===== config.mk =====
export PLATFORM = sky130hd
export DESIGN_NAME = mcs_top
export DESIGN_NICKNAME = d
export VERILOG_FILES = /design/src/rtl/mcs_pkg.sv /design/src/rtl/mcs_top.sv /design/src/rtl/mcs_timer.sv
export SDC_FILE = /design/constraint.sdc
export NUM_CORES = 1
export LEC_CHECK = 0
export BUFFER_PORTS_ARGS = -buffer_cell sky130_fd_sc_hd__buf_2
export CAP_MARGIN = 30
export CORE_MARGIN = 2
export CORE_UTILIZATION = 45
export CTS_CLUSTER_DIAMETER = 150
export DETAILED_ROUTE_END_ITERATION = 10
export PLACE_DENSITY_LB_ADDON = 0.3
export RECOVER_POWER = 50
export SKIP_LAST_GASP = 1
export SLEW_MARGIN = 10
export SYNTH_ARGS = -nofsm -noshare
export SYNTH_HDL_FRONTEND = slang
export SYNTH_SLANG_ARGS = --single-unit

===== constraint.sdc =====
create_clock -name clock_i -period 2.93 [get_ports clock_i]
set_input_delay 0.1465 -clock clock_i [delete_from_list [all_inputs] [get_ports clock_i]]
set_output_delay 0.1465 -clock clock_i [all_outputs]
set_load 0.05 [all_outputs]

===== src/rtl/mcs_pkg.sv =====
// constants and types of the module control and status block
// Overview of operation
// - reset only if low beyond minimum time
// - fully functional within initialization time
// - management bus answers within ready time
// - low power request reaches level 1
// - low power release restores full operation
// - interrupt output falls within assertion time
// - flags clear on read; interrupt rises
// - receive loss sets flag and interrupt
// - transmit fault sets flag and interrupt
// - other conditions set flag and interrupt
// - mask set inhibits interrupt for flag
// - mask clear resumes interrupt for flag
// - rate select change settles in time
// - power-down bit reaches level 1
// - power-down clear restores full operation
// - bus ready within 2000 ms
package mcs_pkg;
	localparam int unsigned CLK_MHZ        = 125;
	localparam int unsigned T_RESET_US     = 10;
	localparam int unsigned T_INIT_MS      = 2000;
	localparam int unsigned T_SERIAL_MS    = 2000;
	localparam int unsigned T_SETTLE_MS    = 100;
	localparam int unsigned RESET_CYC      = T_RESET_US * CLK_MHZ;
	localparam longint unsigned INIT_CYC   = 64'(T_INIT_MS) * 1000 * CLK_MHZ;
	localparam longint unsigned SERIAL_CYC = 64'(T_SERIAL_MS) * 1000 * CLK_MHZ;
	localparam longint unsigned SETTLE_CYC = 64'(T_SETTLE_MS) * 1000 * CLK_MHZ;

	localparam logic [7:0] ADDR_FLAG   = 8'h00;
	localparam logic [7:0] ADDR_MASK   = 8'h04;
	localparam logic [7:0] ADDR_CTRL   = 8'h08;
	localparam logic [7:0] ADDR_STATUS = 8'h0C;

	localparam int unsigned FLAG_LOS   = 0;
	localparam int unsigned FLAG_FAULT = 1;
	localparam int unsigned FLAG_OTHER = 2;
	localparam int unsigned NFLAG      = 3;

	localparam int unsigned CTRL_PDOWN = 0;
	localparam int unsigned CTRL_RATE  = 1;
	localparam int unsigned RATE_W     = 2;

	localparam int unsigned ST_READY   = 0;
	localparam int unsigned ST_LOWPWR  = 1;
	localparam int unsigned ST_SETTLED = 2;
	localparam int unsigned ST_BUSRDY  = 3;

	localparam logic [NFLAG-1:0] MASK_RST = '0;

	typedef enum logic [2:0] {
		MCS_INIT = 3'b001,
		MCS_RUN  = 3'b010,
		MCS_LOW  = 3'b100
	} mcs_mode_t;
endpackage : mcs_pkg


===== src/rtl/mcs_top.sv =====
// module control and status logic with apb register access
//
// Register access over APB and the register addresses were chosen for this implementation.
`timescale 1ns/1ps
module mcs_top
	import mcs_pkg::*;
#(
	parameter int unsigned RESET_CYCLES  = RESET_CYC,
	parameter longint unsigned INIT_CYCLES   = INIT_CYC,
	parameter longint unsigned SERIAL_CYCLES = SERIAL_CYC,
	parameter longint unsigned SETTLE_CYCLES = SETTLE_CYC
) (
	// clock and reset
	input  wire logic                   clock_i,
	input  wire logic                   rst_n_i,
	// module pins
	input  wire logic                   module_reset_in_n_i,
	input  wire logic                   low_power_request_in_i,
	output logic                        interrupt_out_n_o,
	// condition inputs
	input  wire logic                   rx_los_i,
	input  wire logic                   tx_fault_i,
	input  wire logic                   other_cond_i,
	// power, rate and bus ready outputs
	output logic                        low_power_o,
	output logic [mcs_pkg::RATE_W-1:0]  rate_sel_o,
	output logic                        bus_ready_o,
	// apb slave
	input  wire logic                   psel_i,
	input  wire logic                   penable_i,
	input  wire logic                   pwrite_i,
	input  wire logic [7:0]             paddr_i,
	input  wire logic [31:0]            pwdata_i,
	output logic [31:0]                 prdata_o,
	output logic                        pready_o,
	output logic                        pslverr_o
);
	import mcs_pkg::*;

	typedef struct packed {
		mcs_mode_t          mode;
		logic [23:0]        rst_cnt;
		logic               mod_rst;
		logic [NFLAG-1:0]   flag;
		logic [NFLAG-1:0]   mask;
		logic               ser_arm;
		logic               pdown;
		logic [RATE_W-1:0]  rate;
		logic               settle_pend;
		logic               init_pend;
		logic               low_pwr;
		logic               int_n;
		logic               bus_rdy;
		logic [31:0]        rdata;
		logic               ready;
		logic               slverr;
	} mcs_state_t;

	mcs_state_t s_q, s_d;

	logic init_done;
	logic serial_done;
	logic settle_done;
	logic init_load;
	logic settle_load;
	logic serial_load;

	initial begin
		if (RESET_CYCLES < 1 || RESET_CYCLES > 24'hFF_FFFF) $error("reset cycles out of range");
		if (INIT_CYCLES < 1 || SERIAL_CYCLES < 1 || SETTLE_CYCLES < 1) $error("timer counts must be positive");
		if (INIT_CYCLES > 64'h0000_0100_0000_0000 || SERIAL_CYCLES > 64'h0000_0100_0000_0000
			|| SETTLE_CYCLES > 64'h0000_0100_0000_0000) $error("timer counts exceed timer width");
	end

	function automatic logic is_addr(input logic [7:0] a, input logic [7:0] ref_a);
		return a == ref_a;
	endfunction : is_addr

	// initialization window restarted by module reset release
	mcs_timer #(.W(40)) u_init (
		.clock_i (clock_i),
		.rst_n_i (rst_n_i),
		.load_i  (init_load),
		.count_i (40'(INIT_CYCLES - 1)),
		.done_o  (init_done)
	);

	// serial bus readiness after power on only
	mcs_timer #(.W(40)) u_serial (
		.clock_i (clock_i),
		.rst_n_i (rst_n_i),
		.load_i  (serial_load),
		.count_i (40'(SERIAL_CYCLES - 1)),
		.done_o  (serial_done)
	);

	// bandwidth settling after rate change
	mcs_timer #(.W(40)) u_settle (
		.clock_i (clock_i),
		.rst_n_i (rst_n_i),
		.load_i  (settle_load),
		.count_i (40'(SETTLE_CYCLES - 1)),
		.done_o  (settle_done)
	);

	logic [NFLAG-1:0] cond;
	logic [NFLAG-1:0] clr_rd;
	logic             access;
	logic             rd_flag;

	assign cond    = {other_cond_i, tx_fault_i, rx_los_i};
	assign access  = psel_i && penable_i && s_q.bus_rdy;
	// only the taking edge clears, not the answer edge that follows
	assign rd_flag = access && !s_q.ready && !pwrite_i && is_addr(paddr_i, ADDR_FLAG);

	always_comb begin
		s_d = s_q;
		init_load   = 1'b0;
		settle_load = 1'b0;
		serial_load = 1'b0;
		clr_rd      = '0;

		// reset pin qualified by its low time
		if (!module_reset_in_n_i) begin
			if (s_q.rst_cnt < 24'(RESET_CYCLES)) begin
				s_d.rst_cnt = s_q.rst_cnt + 24'd1;
			end else begin
				s_d.mod_rst = 1'b1;
			end
		end else begin
			s_d.rst_cnt = '0;
			if (s_q.mod_rst) begin
				s_d.mod_rst   = 1'b0;
				s_d.init_pend = 1'b1;
				init_load     = 1'b1;
			end
		end

		// flags: set wins over clear on read
		if (rd_flag) begin
			clr_rd = s_q.flag;
		end
		s_d.flag = (s_q.flag & ~clr_rd) | cond;

		// power and mode
		unique case (s_q.mode)
			MCS_INIT: begin
				s_d.low_pwr = 1'b1;
				if (s_q.init_pend && init_done && !s_q.mod_rst && !init_load) begin
					s_d.mode      = MCS_RUN;
					s_d.init_pend = 1'b0;
				end
			end
			MCS_RUN: begin
				s_d.low_pwr = 1'b0;
				if (low_power_request_in_i || s_q.pdown) begin
					s_d.mode    = MCS_LOW;
					s_d.low_pwr = 1'b1;
				end
			end
			MCS_LOW: begin
				s_d.low_pwr = 1'b1;
				if (!low_power_request_in_i && !s_q.pdown) begin
					s_d.mode    = MCS_RUN;
					s_d.low_pwr = 1'b0;
				end
			end
		endcase
		if (s_q.mod_rst) begin
			s_d.mode    = MCS_INIT;
			s_d.low_pwr = 1'b1;
			s_d.flag    = '0;
		end

		// settling tracker
		if (settle_done && !settle_load) begin
			s_d.settle_pend = 1'b0;
		end

		// bus readiness after power on: timer armed once after reset
		serial_load = !s_q.ser_arm;
		s_d.ser_arm = 1'b1;
		s_d.bus_rdy = serial_done && s_q.ser_arm;

		// apb answers
		s_d.ready  = 1'b0;
		s_d.slverr = 1'b0;
		if (psel_i && penable_i && !s_q.ready && s_q.bus_rdy) begin
			s_d.ready = 1'b1;
			s_d.rdata = '0;
			if (pwrite_i) begin
				if (is_addr(paddr_i, ADDR_FLAG)) begin
					s_d.slverr = 1'b0;
				end else if (is_addr(paddr_i, ADDR_MASK)) begin
					s_d.mask = pwdata_i[NFLAG-1:0];
				end else if (is_addr(paddr_i, ADDR_CTRL)) begin
					s_d.pdown = pwdata_i[CTRL_PDOWN];
					if (pwdata_i[CTRL_RATE +: RATE_W] != s_q.rate) begin
						s_d.rate        = pwdata_i[CTRL_RATE +: RATE_W];
						s_d.settle_pend = 1'b1;
						settle_load     = 1'b1;
					end
				end else if (!is_addr(paddr_i, ADDR_STATUS)) begin
					s_d.slverr = 1'b1;
				end
			end else begin
				if (is_addr(paddr_i, ADDR_FLAG)) begin
					s_d.rdata[NFLAG-1:0] = s_q.flag;
				end else if (is_addr(paddr_i, ADDR_MASK)) begin
					s_d.rdata[NFLAG-1:0] = s_q.mask;
				end else if (is_addr(paddr_i, ADDR_CTRL)) begin
					s_d.rdata[CTRL_PDOWN]           = s_q.pdown;
					s_d.rdata[CTRL_RATE +: RATE_W]  = s_q.rate;
				end else if (is_addr(paddr_i, ADDR_STATUS)) begin
					s_d.rdata[ST_READY]   = (s_q.mode == MCS_RUN);
					s_d.rdata[ST_LOWPWR]  = s_q.low_pwr;
					s_d.rdata[ST_SETTLED] = !s_q.settle_pend;
					s_d.rdata[ST_BUSRDY]  = s_q.bus_rdy;
				end else begin
					s_d.slverr = 1'b1;
				end
			end
		end

		// level interrupt from unmasked flags
		s_d.int_n = ~|(s_d.flag & ~s_d.mask);
	end

	// rd_flag is only used through clr_rd; it samples the same access as the ready pulse
	always_ff @(posedge clock_i) begin
		if (!rst_n_i) begin
			s_q.mode        <= MCS_INIT;
			s_q.rst_cnt     <= '0;
			s_q.mod_rst     <= 1'b0;
			s_q.flag        <= '0;
			s_q.mask        <= MASK_RST;
			s_q.ser_arm     <= 1'b0;
			s_q.pdown       <= 1'b0;
			s_q.rate        <= '0;
			s_q.settle_pend <= 1'b0;
			s_q.init_pend   <= 1'b1;
			s_q.low_pwr     <= 1'b1;
			s_q.int_n       <= 1'b1;
			s_q.bus_rdy     <= 1'b0;
			s_q.rdata       <= '0;
			s_q.ready       <= 1'b0;
			s_q.slverr      <= 1'b0;
		end else begin
			s_q <= s_d;
		end
	end

	assign interrupt_out_n_o = s_q.int_n;
	assign low_power_o       = s_q.low_pwr;
	assign rate_sel_o        = s_q.rate;
	assign bus_ready_o       = s_q.bus_rdy;
	assign prdata_o          = s_q.rdata;
	assign pready_o          = s_q.ready;
	assign pslverr_o         = s_q.slverr;
endmodule : mcs_top


===== src/rtl/mcs_timer.sv =====
// down counter that raises done once its load count has run out
`timescale 1ns/1ps
module mcs_timer #(
	parameter int unsigned W = 40
) (
	// clock and reset
	input  wire logic         clock_i,
	input  wire logic         rst_n_i,
	// control
	input  wire logic         load_i,
	input  wire logic [W-1:0] count_i,
	// status
	output logic              done_o
);
	typedef struct packed {
		logic [W-1:0] cnt;
		logic         done;
	} mcs_tmr_t;

	mcs_tmr_t s_q, s_d;

	initial begin
		if (W < 2 || W > 63) $error("mcs_timer width out of range");
	end

	always_comb begin
		s_d = s_q;
		if (load_i) begin
			s_d.cnt  = count_i;
			s_d.done = 1'b0;
		end else if (s_q.cnt != '0) begin
			s_d.cnt = s_q.cnt - W'(1);
		end else begin
			s_d.done = 1'b1;
		end
	end

	always_ff @(posedge clock_i) begin
		if (!rst_n_i) begin
			s_q <= '0;
		end else begin
			s_q <= s_d;
		end
	end

	assign done_o = s_q.done;
endmodule : mcs_timer


Word level (Yosys, flattened, before mapping)

Index checks and enable logic that the tools add are counted.

Output and inout bits: 39
Logic and storage cells: 142
Flip-flop bits (word level): 172
Input bits: 50

Reductions and logical operators: 37
Muxes and demuxes: 56
Bitwise gates (word level): 8
$lt $le $gt $ge: 1
Eq/ne operators: 11
$add $sub $neg: 4

Operators by type and width:

| cell                  | number |
|---|---|
| $reduce_bool 40->1    | 3 |
| $sub 40x1->40 const B | 3 |
| $mux 29               | 2 |
| $mux 28               | 2 |
| $mux 43               | 1 |
| $mux 3                | 13 |
| $mux 4                | 7 |
| $mux 1                | 26 |
| $mux 25               | 1 |
| $add 24x1->24 const B | 1 |
| $lt 24x11->1 const B  | 1 |
| $mux 24               | 1 |
| $eq 8x4->1 const B    | 2 |
| $logic_and 1x1->1     | 12 |
| $pmux 3 s3            | 1 |
| $eq 8x3->1 const B    | 1 |
| $logic_not 1->1       | 8 |
| $logic_not 8->1       | 1 |
| $reduce_or 2->1       | 4 |
| $and 3x3->3           | 2 |
| $mux 6                | 1 |
| $ne 2x2->1 const B    | 3 |
| $not 3->3             | 2 |
| $reduce_and 6->1      | 1 |
| other kinds (14)      | 18 |

Depth between registers and ports, before layout

Gate-level depths: netlist of the first run.

Depth after elaboration: 14
Depth in mapped cells: 10
Mapped depth without buffers: 8

Modules after synthesis

A second synthesis of the first run with hierarchy kept.

Cells, all modules: 1062
Area total of the unflattened synthesis: 9024.9 um^2

By module, submodules not included:

| module    | cells an instance | times used | area each (um^2) |
|---|---|---|---|
| mcs_timer | 270               | 3          | 2257.2 |
| mcs_top   | 252               | 1          | 2253.4 |

Worst setup path before layout of the first run

No wires, ideal clock.

Path kind: flip-flop to flip-flop
Start point: register u_init.s_q[23] (netlist bit)
End point: register u_init.s_q[10] (netlist bit)
Slack: 0.416 ns
Path buffers: 1
Stages on the path, launching flop included: 8
Arrival: 2.382 ns
Clock period less this slack: 2.514 ns
Data required time: 2.798 ns
Library setup time: 0.132 ns
Cell sequence: dfxtp_1 > or4_1 > or4b_1 > nor4_4 > buf_4 > nor2_1 > xnor2_1 > a21oi_1

Word-level cells in the longest chain between the ends: 2

Ends and longest elaborated chain:

| what                        | RTL line        | source |
|---|---|---|
| from (decl)                 | mcs_timer.sv:20 | `mcs_tmr_t s_q, s_d;` |
| from (signal assigned)      | mcs_timer.sv:40 | `s_q <= '0;` |
| from (signal assigned)      | mcs_timer.sv:42 | `s_q <= s_d;` |
| $reduce_bool 40->1          | mcs_timer.sv:31 | `end else if (s_q.cnt != '0) begin` |
| $reduce_bool 2->1 (no line) | --              |  |

No other way between the ends.
A chain may end at the register's enable or synchronous reset.

Final worst setup path of the first run

Start point: register u_init.s_q[23] (netlist bit)
End point: register u_init.s_q[18] (netlist bit)

The elaborated chain is that of the path after synthesis.

==> results of run 1 <==
==> per-stage QoR <==
step,utilization,hold WS (ns)
after global placement,0.4824,0.3914
after CTS,0.5188,0.001124
after global routing,0.5165,0.03269
after detailed placement,0.4824,0.3912
final,0.5167,0.01141
after floorplan,-,0.1742
==> path summary, 6_finish.rpt <==
path / end / slack (ns) / cells past startpoint
worst max-delay path: u_init.s_q[18] / 0.24 / 7
worst min-delay path: s_q[48] / 0.01 / 3
worst max register to register: u_init.s_q[18] / 0.24 / 7
worst min register to register: bus_ready_o / 0.44 / 2
==> worst max-delay path, cell delays in order, from the launching register on <==
cell and delay (ns):
sky130_fd_sc_hd__dfxtp_1 0.35, sky130_fd_sc_hd__or4_1 0.68, sky130_fd_sc_hd__or4b_1 0.61, sky130_fd_sc_hd__nor4_4 0.32, sky130_fd_sc_hd__buf_4 0.24, sky130_fd_sc_hd__nor4b_1 0.09, sky130_fd_sc_hd__xnor2_1 0.14, sky130_fd_sc_hd__a21oi_1 0.08
==> metal layers <==
| metal | share of wire | wire length [um] | global-route usage | vias up |
|---|---|---|---|---|
| met4 | 0.012 | 190 | 0.06243 | 2 |
| met3 | 0.035 | 565 | 0.04010 | 17 |
| met2 | 0.47 | 7632 | 0.2957 | 90 |
| met5 | 0.00093 | 15 | 0 | - |
| met1 | 0.48 | 7810 | 0.2356 | 3009 |
| li1 | - | - | - | 3292 |
==> power groups by stage <==
| stage | combinational [W] | clock, W | sequential (W) |
|---|---|---|---|
| 6_report | 0.00394 | 0.00218 | 0.00328 |
| 5_1_grt | 0.00446 | 0.00232 | 0.00336 |
| 3_5_place_dp | 0.00396 | 0 | 0.00331 |
| 3_3_place_gp | 0.00392 | 0 | 0.00330 |
| 2_1_floorplan | 0.00311 | 0 | 0.00322 |
| 4_1_cts | 0.00401 | 0.00224 | 0.00327 |
==> what timing repair did <==
action / 4_1_cts / 5_1_grt
setup endpoints to repair: 0 / 1
hold buffers: 5 / 0
resized for setup: 0 / 1
endpoints found under the hold margin: 5 / 0
==> placed cells by master (no fill, tap or decap), types with 12 or more instances in the layout <==
| master | netlist | final |
|---|---|---|
| sky130_fd_sc_hd__dfxtp_1 | 172 | 172 |
| sky130_fd_sc_hd__xor2_1 | 68 | 68 |
| sky130_fd_sc_hd__or3_1 | 23 | 23 |
| sky130_fd_sc_hd__nor3_1 | 34 | 34 |
| sky130_fd_sc_hd__clkbuf_1 | 33 | 19 |
| sky130_fd_sc_hd__xnor2_1 | 41 | 41 |
| sky130_fd_sc_hd__conb_1 | 1 | 28 |
| sky130_fd_sc_hd__nor2_1 | 123 | 123 |
| sky130_fd_sc_hd__buf_2 | 3 | 19 |
| sky130_fd_sc_hd__buf_4 | 35 | 20 |
| sky130_fd_sc_hd__inv_1 | 12 | 12 |
| sky130_fd_sc_hd__clkbuf_16 | 0 | 17 |
| sky130_fd_sc_hd__nor4_1 | 28 | 28 |
| sky130_fd_sc_hd__a21oi_1 | 80 | 80 |
| sky130_fd_sc_hd__or4_1 | 20 | 20 |
| sky130_fd_sc_hd__nand2_1 | 49 | 49 |
| sky130_fd_sc_hd__nand3_1 | 32 | 32 |
| sky130_fd_sc_hd__nand4_1 | 21 | 21 |
| sky130_fd_sc_hd__and2_1 | 21 | 17 |
==> registers in the layout (all words and copies together) (netlist names) <==
signal and count:
pslverr_o 1, rate_sel_o 2, u_init.s_q 40, low_power_o 1, s_q 38, u_settle.done_o 1, u_serial.s_q 40, bus_ready_o 1
u_init.done_o 1, u_serial.done_o 1, prdata_o 4, pready_o 1, interrupt_out_n_o 1, u_settle.s_q 40
==> logic make-up (layout without fill, tap and decap cells) <==
group                    count (synthesis)  in the layout
AND/OR/NAND/NOR                        406            406
other                                    1             29
buffers and inverters                   83            109
flip-flops                             172            172
adder cells (fa/ha/maj)                  4              4
multiplexers                            10             10
XOR/XNOR                               109            109
AO/OA/AOI/OAI                          136            136
==> area by class of cell <==
type,count,area (um2),share of cell area
inverter,12,45.04,0.005023
clock inverter,12,115.1,0.01284
multi-input combinational,693,4234,0.4722
tap,225,281.5,0.03139
timing repair buffer,65,379.1,0.04228
antenna,1,2.502,0.0002791
clock buffer,20,466.7,0.05204
sequential,172,3443,0.3840
==> results by stage, run 1 <==
Status:
- The flow ran to the end, and the final reports show no timing, DRC or antenna violations.

Worst setup path:
- The worst setup path startpoint is u_init.s_q[23].
- The startpoint class of the critical path is a flip-flop.
- Data on the critical path arrives at its endpoint at approximately 2.9 ns.
- The peak fanout along the critical path is 12.
- The kind of critical path is flip-flop to flip-flop.
- For the worst setup path, the data required time is around 3.2 ns.
- The worst setup path is captured at a flip-flop.
- The launching point of the worst reg2reg path is u_init.s_q[23].

Power:
- The leakage power is 3.364 nW.
- The power density over the cells is about 1000 nW/um2.
- Total power for the finished layout comes to 0.009399 W.
- The combinational cell fraction of total power is 0.419.
- Of the total power, registers draw 0.349.
- The internal power component is roughly 0.0057 W.
- The worst vdd rail ir drop is just over 0.9 mV.
- The net switching power figure is around 0.0037 W.
- The share of total power dissipated in the clock network is 0.232.
- Of the total power, the share spent switching nets is 0.3896.

Placed design:
- The number of instances in the placed design is between 1000 and 1500.
- The post-place instance area is around 8400 um2.
- The wire-length estimate of the detail-placed layout is about 11000 um.
- OpenSTA, run right after detailed placement, puts the worst setup slack at 0.3143 ns.
- In this run the tool buffered the top-level ports with 31 buffer cells.
- Routability-driven placement finished with a final weighted congestion of roughly 0.80.

Synth:
- Of the total synthesized cell area, the portion taken by AND, OR, NAND and NOR gates is 0.2743.
- The most area-hungry cell type in the Yosys netlist is sky130_fd_sc_hd__dfxtp_1.
- Of the post-synthesis cell area, the dominant cell type holds 0.4294.
- After synthesis, the share of flip-flops with an asynchronous set or reset is 0.
- Averaged over all synthesized cells, the footprint is around 8.7 um2.
- The share of the synthesized area in compound gates (AO/OA/AOI/OAI) is 0.1003.
- The number of flops mapped to enable cells by yosys is 0.
- Of the total synthesized cell area, the portion taken by full adders, half adders and majority gates is 0.006241.
- Ranked by total cell area, the synthesized netlist is headed by sky130_fd_sc_hd__dfxtp_1, sky130_fd_sc_hd__xor2_1, sky130_fd_sc_hd__nor2_1.
- The cell with the most instances after synthesis is sky130_fd_sc_hd__dfxtp_1.
- The dominant combinational cell family by area after synthesis is simple AND/OR/NAND/NOR gates.
- Of the synthesized area, sequential elements account for 0.4294.
- The instance count of the mapped netlist is 921.
- Of the total synthesized cell area, the portion taken by XOR and XNOR cells is 0.1191.
- The number of different library cells used by synthesis comes to between 50 and 60.
- After synthesis, the most frequently instantiated cells are sky130_fd_sc_hd__dfxtp_1, sky130_fd_sc_hd__nor2_1, sky130_fd_sc_hd__a21oi_1.
- The post-synthesis mux area share is 0.01451.
- In this run, synthesis produced a sequential element count of 172.
- After synthesis the cells add up to between 8000 and 9000 um2.
- The number of warnings printed during yosys synthesis is 0.
- The most instantiated flip-flop cell in the synthesis netlist is sky130_fd_sc_hd__dfxtp_1.

STA:
- After routing, the total negative slack on setup checks comes to 0 ns.
- Across the routed clock network, the largest skew measured is slightly above 0.008 ns.
- The share of the cycle needed by the critical path after routing is 0.9186.
- At the pin with the least slew margin, the transition time is 1.417 ns.
- The setup slack after layout is 0.2386 ns.
- The final max-slew violation count is 0.
- Setup repair after global routing left no endpoint under its margin.
- The relative slew slack is 0.05548.
- The fmax is between 300 and 400 MHz.
- Setup violations remaining at the end of the flow were counted as 0.
- The time the worst path needs with I/O delays and setup is 2.691 ns.
- The final-report hold violation count is 0.

Die:
- Row generation in the floorplan step produced 48 rows.
- The effective utilization at floorplan is 0.4620.
- From left edge to right edge, the die measures roughly 140 um.
- The die boundary height is roughly 140 um.
- The area enclosed by the die boundary is 18900 um2.
- The core region is roughly 17000 um2.
- The I/O pin count is 89.

Drt:
- In the routed layout, each cell is associated on average with a via count of approximately 5.3.
- The final wirelength is approximately 16000 um.
- The number of nets still failing antenna checks after routing is 0.
- The first detailed-routing pass took 4 iterations.
- After detailed routing, the average wire length per cell comes to ~14 um.
- The final route contains approximately 6400 vias.
- The count of unresolved DRC violations after routing is 0.
- The number of DRC markers in iteration 0 is 436.

Cells and area:
- Fill cells in the final layout number around 1600.
- The ratio of cells with drive above 1 in the final layout is 0.09343.
- With fillers left out, the area of the finished cells amounts to around 9000 um2.
- At the end of the flow, the number of nets in the layout was 1015.
- The area growth from synthesis to layout is 11.83%.
- The finished layout holds 1200 standard cells, fillers aside.

Clock network:
- The cell sitting at the root of the clock tree is a sky130_fd_sc_hd__clkbuf_16.
- Clock-pin slew was measured on the worst setup and hold paths at roughly 0.07 ns.
- The clock net in this run drives a total of about 170 sinks.
- The setup fix buffers added after clock tree synthesis is 0.
- The clock tree from TritonCTS is done.
- The number of levels in the clock H-tree is 4.
- The maximum clock path buffer count is 2.
- The clock buffer count from CTS is 17.
- The clock latency reported for the late side of the worst-skew pair is between 0.4 and 0.5 ns.

Global routing:
- The maximum number of pins on one net before global-route repair is 65.
- The initial antenna violation count came to 2.
- The number of global-route vias before repair is 5865.
- The global-route wire length before repair is around 27000 um.
- The combined global-route utilization of all metal layers is 0.1809.
- After global routing the overflow that remains totals 0.

Min path:
- The worst min-delay path category is primary input to flip-flop.
- In this run the most critical hold path is launched from other_cond_i.

Job:
- The tool flagged a number of max-cap violations equal to 0.
No activity file was read; power rests on OpenSTA's default activity.
==> run 2, diff against run 1 <==
Settings changed: CORE_MARGIN 2 to default, CTS_CLUSTER_DIAMETER 150 to default, SYNTH_HIERARCHICAL from default to 1.
==> run 2 against run 1 <==
Effect of this change: routed wire length is 17% higher; cell count is 23% higher; combinational power is 6.3% lower; sequential cell count stayed put; design area is 15% higher; sequential share of layout area is 4.9 points lower; synthesized cell count is 15% higher; sequential power is 2% lower; synthesized area is 13% higher; non-clock buffer count is 13 lower; worst hold slack hardly changed; via count is 14% higher; largest power group unchanged.
==> results by stage, run 2 <==
Die:
- The number of rows in the core area is 51.
- The core region is 19590 um2.
- Pin placement for this block handled 89 I/O pins.
- The effective utilization at floorplan is 0.4607.
- The area enclosed by the die boundary is about 21000 um2.
- The overall die width is about 140 um.
- Measured along the y axis, the die boundary spans roughly 140 um.

Drt:
- In the routed layout, each cell is associated on average with a via count of between 4 and 5.
- The final layout contains routed wiring with a total length of about 19000 um.
- For this run, design rule violations remaining after detail routing come to 0.
- In the detailed route, the total length drawn on met3 is approximately 660 um.
- The first TritonRoute pass finished after 4 iterations.
- The routed length on met2 is between 8000 and 9000 um.
- The top routing layer in use is met4.
- The number of DRC markers in iteration 0 is approximately 410.
- Dividing the detail-routed wire length by the instance count gives about 13 um.
- The number of nets still failing antenna checks after routing is 0.
- The routed layout has 7301 vias.
- The detailed router put a total of about 9700 um of wire on met1.

Clock network:
- Post-CTS repair changed the size of 0 cells.
- The TritonCTS sink count is 172.
- TritonCTS built the clock tree.
- The clock passes through at most 2 buffers.
- Clock latency on the worst-skew pair, taken at its later pin, is about 0.42 ns.
- Clock tree synthesis inserted a total of 17 buffers.
- The setup fix buffers added after clock tree synthesis is 0.
- The clock-pin slew on the worst setup and hold paths is about 0.07 ns.
- The H-tree was split into 4 levels.
- The root buffer cell chosen for the clock tree is sky130_fd_sc_hd__clkbuf_16.

Global routing:
- The number of global-route vias before repair came to about 6700.
- The total congestion overflow after global routing is 0.
- The initial antenna violation count is 0.
- The global-route wire length before repair is ~32000 um.
- The maximum number of pins on one net before global-route repair is 46.
- The combined global-route utilization of all metal layers is 0.1956.

Placed design:
- The placed instances occupy a cell area of 9714 um2.
- The number of instances in the placed design is approximately 1400.
- The count of input and output buffers is 31.
- The congestion estimate from routability-driven global placement came to just under 0.8.
- After legalization and detailed placement, the total HPWL measured ~13000 um.

Synth:
- The area of the mapped netlist is approximately 9000 um2.
- Of all flip-flops after synthesis, the portion carrying an async set or reset was 0.
- The commonest cells after synthesis are sky130_fd_sc_hd__dfxtp_1, sky130_fd_sc_hd__nand2_1, sky130_fd_sc_hd__xnor2_1.
- The synthesized-area fraction occupied by xor and xnor cells is 0.1126.
- The mean cell area of the mapped netlist is 8.498 um2.
- Of the total synthesized cell area, the portion taken by AND, OR, NAND and NOR gates is 0.2981.
- The area share of the largest cell type after synthesis is 0.3815.
- Yosys mapped a number of flops with a built-in enable equal to 0.
- The share of synthesized cell area in full adder, half adder and majority cells is 0.009705.
- In this run, synthesis produced a sequential element count of roughly 170.
- In the synthesized netlist, the number of instances is about 1100.
- For this run, the leading register cell type out of synthesis is sky130_fd_sc_hd__dfxtp_1.
- For this run, the number of Yosys warnings is 6.
- The netlist uses 53 different library cells.
- After synthesis, the share of cell area in mux cells is 0.01414.
- Sorting the synthesized cells by area gives the leading types as sky130_fd_sc_hd__dfxtp_1, sky130_fd_sc_hd__xnor2_1, sky130_fd_sc_hd__nand2_1.
- The share of the synthesized area in compound gates (AO/OA/AOI/OAI) was 0.1224.
- By area, the combinational part of the netlist is dominated by simple AND/OR/NAND/NOR gates.
- The share of the Yosys chip area taken by registers is 0.3815.
- The most area-hungry cell type in the Yosys netlist is sky130_fd_sc_hd__dfxtp_1.
- The cell with the most instances after synthesis is sky130_fd_sc_hd__dfxtp_1.

Worst setup path:
- For this run, the slowest stage of the critical path takes 0.59 ns.
- The worst setup path is captured at a flip-flop.
- The startpoint class of the critical path is a flip-flop.
- The peak fanout along the critical path is 7.
- The worst setup path is of the flip-flop to flip-flop kind.
- The slowest stage of the critical path is the sky130_fd_sc_hd__or4_1 cell.
- The arrival time of data at the critical path endpoint is 2.97 ns.
- Traced cell by cell, the critical path runs through or4_1, or4_4, nor4b_4, clkbuf_1, nor4_2, xnor2_1, a21oi_1.
- The data required time of the worst path is around 3.2 ns.

STA:
- Subtracting the final worst setup slack from the clock period gives around 2.7 ns.
- The transition time at the pin with the least slew margin is 1.320 ns.
- Setup repair after global routing left no endpoint under its margin.
- The relative slew slack is 0.1198.
- Timing would allow up to approximately 370 MHz.
- Across all hold checks on the routed design, the worst slack comes to about 0.011 ns.
- The total setup violations reported at the end of the flow is 0.
- The clock arrives with around 0.011 ns of skew.
- The final-report hold violation count came to 0.
- The share of the cycle needed by the critical path after routing is 0.9106.
- The final max-slew violation count is 0.
- In the final timing run, aggregate negative setup slack is 0 ns.

Cells and area:
- Fill cells in the final layout number 1891.
- The top cell types in the final layout, fill and taps aside, are sky130_fd_sc_hd__dfxtp_1, sky130_fd_sc_hd__conb_1, sky130_fd_sc_hd__nand2_1.
- With fillers left out, the area of the finished cells amounts to approximately 10000 um2.
- The number of antenna diodes in the final layout is 0.
- Leaving out fill and tap cells, the most frequent cell in the layout is sky130_fd_sc_hd__dfxtp_1.
- In the final layout, the registers with the most flip-flops are u_init/s_q: 40 flops, u_serial/s_q: 40 flops, u_settle/s_q: 40 flops.
- After the last flow step, the layout net total stands at roughly 1300.
- Compared with the post-synthesis result, the final layout area differs by 13.92%.
- Summing all flip-flop and latch instances after layout gives 3443 um2.
- The multi-input combinational cells in the finished layout cover a total of ~5600 um2.
- The final instance count without filler cells is between 1000 and 1500.
- Of the cells placed in the final design, the portion with a size suffix greater than 1 is 0.07533.

Power:
- For this design the ratio of total power to cell area is approximately 900 nW/um2.
- The total power of the final layout is 0.009235 W.
- The worst vdd rail ir drop is between 0.5 and 0.6 mV.
- For this design the static power due to leakage is a little over 4 nW.

Min path:
- The min-delay analysis places its worst path in the category primary input to flip-flop.

Status:
- The flow ran to the end, and the final reports show no timing, DRC or antenna violations.

Job:
- Max-cap violations in this run came to 0.
run 2: changes by cell type after synthesis, sizes merged, moves of 13 or more:
cell   delta
and2     +13
o31ai    +14
a21oi    -57
or3      +22
xor2     -26
a22oi    +39
nor3     +13
nor2     -55
o21ai    +59
nor2b    +45
nand2    +51
xnor2    +33
run 2: where the power goes:
group	switching, W	leakage, nW	internal [W]
combinational	0.00204	2.37	0.00165
sequential	0.000420	1.40	0.00278
clock	0.00101	0.303	0.00133
run 2: cell families (layout without fill, tap and decap cells):
group	Yosys count	count (layout)
muxes	12	12
xor gates and xnor gates	116	116
buffers and inverters	99	99
and+or+nand+nor	480	480
DFF	172	172
adders and majority gates	7	7
AOI/OAI and AO/OA	174	174
other	2	148
run 2: worst paths after layout:
| check | end | cells after the start | startpoint | slack, ns |
|---|---|---|---|---|
| worst min register to register | s_q[70] | 1 | s_q[70] | 0.47 |
| worst max register to register | u_serial/s_q[34] | 7 | u_serial/s_q[23] | 0.26 |
| worst max-delay path | u_serial/s_q[34] | 7 | u_serial/s_q[23] | 0.26 |
| worst min-delay path | s_q[46] | 3 | rx_los_i | 0.01 |
run 2: critical path, delay by kind of cell, from the launching register on:
| family | cells | cell delay (ns) |
|---|---|---|
| AOI/OAI and AO/OA | 1 | 0.08 |
| xor gates and xnor gates | 1 | 0.16 |
| buffers and inverters | 1 | 0.31 |
| DFF | 1 | 0.35 |
| and+or+nand+nor | 4 | 1.62 |
run 2: per-layer routing:
layer,up-vias,GRT usage
li1,3848,-
met1,3345,0.2686
met3,13,0.03765
met5,-,0
met4,0,0.04311
met2,95,0.3160
run 2: metrics by stage:
stage                     setup slack (ns)    util
after detailed placement            0.3661  0.4959
after CTS                           0.3434  0.5279
final                               0.2620  0.5248
after floorplan                     0.3955       -
after global routing                0.1599  0.5248
after global placement              0.3683  0.4959
run 2: final cells by class:
| type | instances | share of cell area |
|---|---|---|
| clock inverter | 13 | 0.01497 |
| multi-input combinational | 937 | 0.5413 |
| clock buffer | 19 | 0.04406 |
| timing repair buffer | 52 | 0.02702 |
| tap | 265 | 0.03225 |
| inverter | 15 | 0.005476 |
| sequential | 172 | 0.3349 |
run 2: what timing repair did:
| item | in CTS | in global routing |
|---|---|---|
| setup endpoints to repair | 0 | 0 |
| hold buffers | 2 | 0 |
| hold endpoints to repair | 2 | 0 |
==> run 3, diff against run 2 <==
Settings changed: CORE_ASPECT_RATIO from default to 1.25.
==> run 3 against run 2 <==
Effect of this change: fmax down 1.3%; critical path type unchanged; via count down 0.53%; critical endpoint is now u_settle/s_q[26]; global-route usage down 0.55 points.
==> results by stage, run 3 (same netlist as run 2, synthesis figures left out) <==
STA:
- The fmax is 369.9 MHz.
- The final max-slew violation count is 0.
- The transition time at the pin with the least slew margin is roughly 1.2 ns.
- The worst hold slack across all endpoints is approximately 0.024 ns.
- The total setup violations reported at the end of the flow is 0.
- The setup slack after layout is approximately 0.23 ns.
- The clock skew after layout is slightly below 0.009 ns.
- The time the worst path needs with I/O delays and setup is ~2.7 ns.
- Of the available clock period, the critical path in the final layout requires 0.9228.
- Measured against its own limit, the worst slew margin works out to 0.1897.
- The final-report hold violation count came to 0.
- Setup repair after global routing left no endpoint under its margin.
- After routing, the total negative slack on setup checks comes to 0 ns.

Global routing:
- For this run, global-route usage on met3 was measured as 0.03598.
- The number of global-route vias before repair is approximately 6900.
- Entering global routing, the biggest net connects 34 pins.
- The initial antenna violation count came to 0.
- The met1 capacity usage during global routing is 0.2337.
- The busiest layer in global routing is met2.
- The total congestion overflow after global routing is 0.
- The combined global-route utilization of all metal layers is 0.1900.
- For met2 alone, demand over resource in global routing was 0.3297.
- The first global-routing pass estimated approximately 32000 um of wire.

Die:
- The effective utilization at floorplan is 0.4618.
- The die boundary height is 160.3 um.
- The die covers between 20000 and 25000 um2.
- The initialized floorplan defines 57 standard-cell rows.
- a little under 90 I/O pins were placed.
- The area inside the core boundary is ~20000 um2.
- The overall die width is 128.7 um.

Drt:
- In this run the remaining antenna-violating nets after routing total 0.
- The count of unresolved DRC violations after routing is 0.
- The via count is between 7000 and 8000.
- The detailed router finished its first iteration with around 440 violations.
- After detailed routing, the total wire length is 18530 um.
- The post-detailed-route wirelength per cell is about 13 um.
- The first TritonRoute pass finished after 4 iterations.
- The post-detailed-route via-to-cell ratio is 4.917.

Clock network:
- The clock latency reported for the late side of the worst-skew pair is between 0.4 and 0.5 ns.
- The H-tree was split into 4 levels.
- Clock tree synthesis selected as its root buffer the cell sky130_fd_sc_hd__clkbuf_16.
- TritonCTS built the clock tree.
- The clock-pin slew on the worst setup and hold paths is roughly 0.060 ns.
- The clock passes through at most 2 buffers.
- The clock buffer count from CTS is 17.
- The number of setup buffers added after CTS is 0.
- For this design, the sink count on the clock tree is ~170.

Cells and area:
- The number of antenna diodes is 0.
- After the last flow step, the layout net total stands at ~1300.
- The count of cells in the finished layout, fillers not included, comes to about 1500.
- The library cell used most frequently in the layout, excluding fill and tap cells, is sky130_fd_sc_hd__dfxtp_1.
- The largest registers in the layout are u_init/s_q: 40 flops, u_serial/s_q: 40 flops, u_settle/s_q: 40 flops.
- In the layout the commonest cells are sky130_fd_sc_hd__dfxtp_1, sky130_fd_sc_hd__conb_1, sky130_fd_sc_hd__nand2_1.
- The synthesis-to-finish area growth is 14.22%.
- Of the cells placed in the final design, the portion with a size suffix greater than 1 is 0.07591.

Worst setup path:
- The critical path is of the flip-flop to flip-flop type.
- The arrival time of data at the critical path endpoint is roughly 3.0 ns.
- STA classifies the critical path endpoint as a flip-flop.
- STA classifies the critical path startpoint as a flip-flop.
- The peak fanout along the critical path is 7.
- The data required time of the worst path is 3.23 ns.

Placed design:
- The estimated wirelength of the detail-placed design is between 10000 and 15000 um.
- At the placement stage, the worst setup path has a slack of 0.2830 ns.
- The number of instances in the placed design is 1441.
- At the end of routability-driven placement, the weighted congestion stood at 0.7748.
- The count of input and output buffers is 31.

Job:
- The number of violations of the max-capacitance limit is 0.

Min path:
- The path class of the tightest hold or removal check is primary input to flip-flop.

Power:
- The worst vdd rail ir drop is roughly 0.45 mV.
- The leakage power is between 4 and 5 nW.
- The power density over the cells is roughly 900 nW/um2.

Status:
- The run finished with clean final reports.
## run 3: changes by cell type in the layout (fill, tap and decap cells not counted), sizes merged
cell         previous run  this run
clkbuf                 38        36
clkinv                  4         3
clkinvlp                0         3
inv                    22        18
dlygate4sd3             2         4
bufinv                  2         3
buf                    31        36
## run 3: layout make-up
cell class	count	area (um2)
clock inverters	12	161.4
fillers	1868	9233
flip-flops and latches	172	3443
clock buffers	20	446.7
well taps	265	331.6
repair buffers	56	322.8
multi-input cells	937	5547
inverters	15	56.30
## run 3: path summary, 6_finish.rpt
check	depth (start not counted)	end	start	slack, ns
max	7	u_settle/s_q[26]	u_settle/s_q[23]	0.23
min	3	s_q[41]	pwdata_i[0]	0.02
max reg2reg	7	u_settle/s_q[26]	u_settle/s_q[23]	0.23
min reg2reg	1	s_q[69]	s_q[69]	0.46
## run 3: critical path, cell delays in order, from the launching register on
cell and delay (ns):
sky130_fd_sc_hd__dfxtp_1 0.35, sky130_fd_sc_hd__or4_1 0.58, sky130_fd_sc_hd__or4_1 0.66, sky130_fd_sc_hd__nor4b_4 0.48, sky130_fd_sc_hd__buf_4 0.22, sky130_fd_sc_hd__nor4_1 0.06, sky130_fd_sc_hd__xnor2_1 0.15, sky130_fd_sc_hd__a21oi_1 0.08
## run 3: metal layers
layer,up-vias,share of wire
met4,0,0.016
met5,-,0
met2,95,0.49
met3,21,0.021
li1,3839,-
met1,3307,0.48
## run 3: timing repair
item / 4_1_cts / 5_1_grt
endpoints found under the hold margin: 4 / 0
resized for setup: 0 / 0
endpoints found under the setup margin: 0 / 0
hold buffers: 4 / 0
## run 3: report_power, final
group / switching (W) / internal (W)
clock: 0.000958 / 0.00137
combinational: 0.00204 / 0.00165
sequential: 0.000424 / 0.00278
## run 3: stage by stage
step                      total power [W]  utilization  instance area (um2)
after floorplan                  0.006367            -                 9573
after global placement           0.006877       0.4979                 9729
after detailed placement         0.006946       0.4979                 9729
after CTS                        0.009347       0.5311                10380
after global routing             0.009928       0.5275                10310
final                            0.009232       0.5275                10310
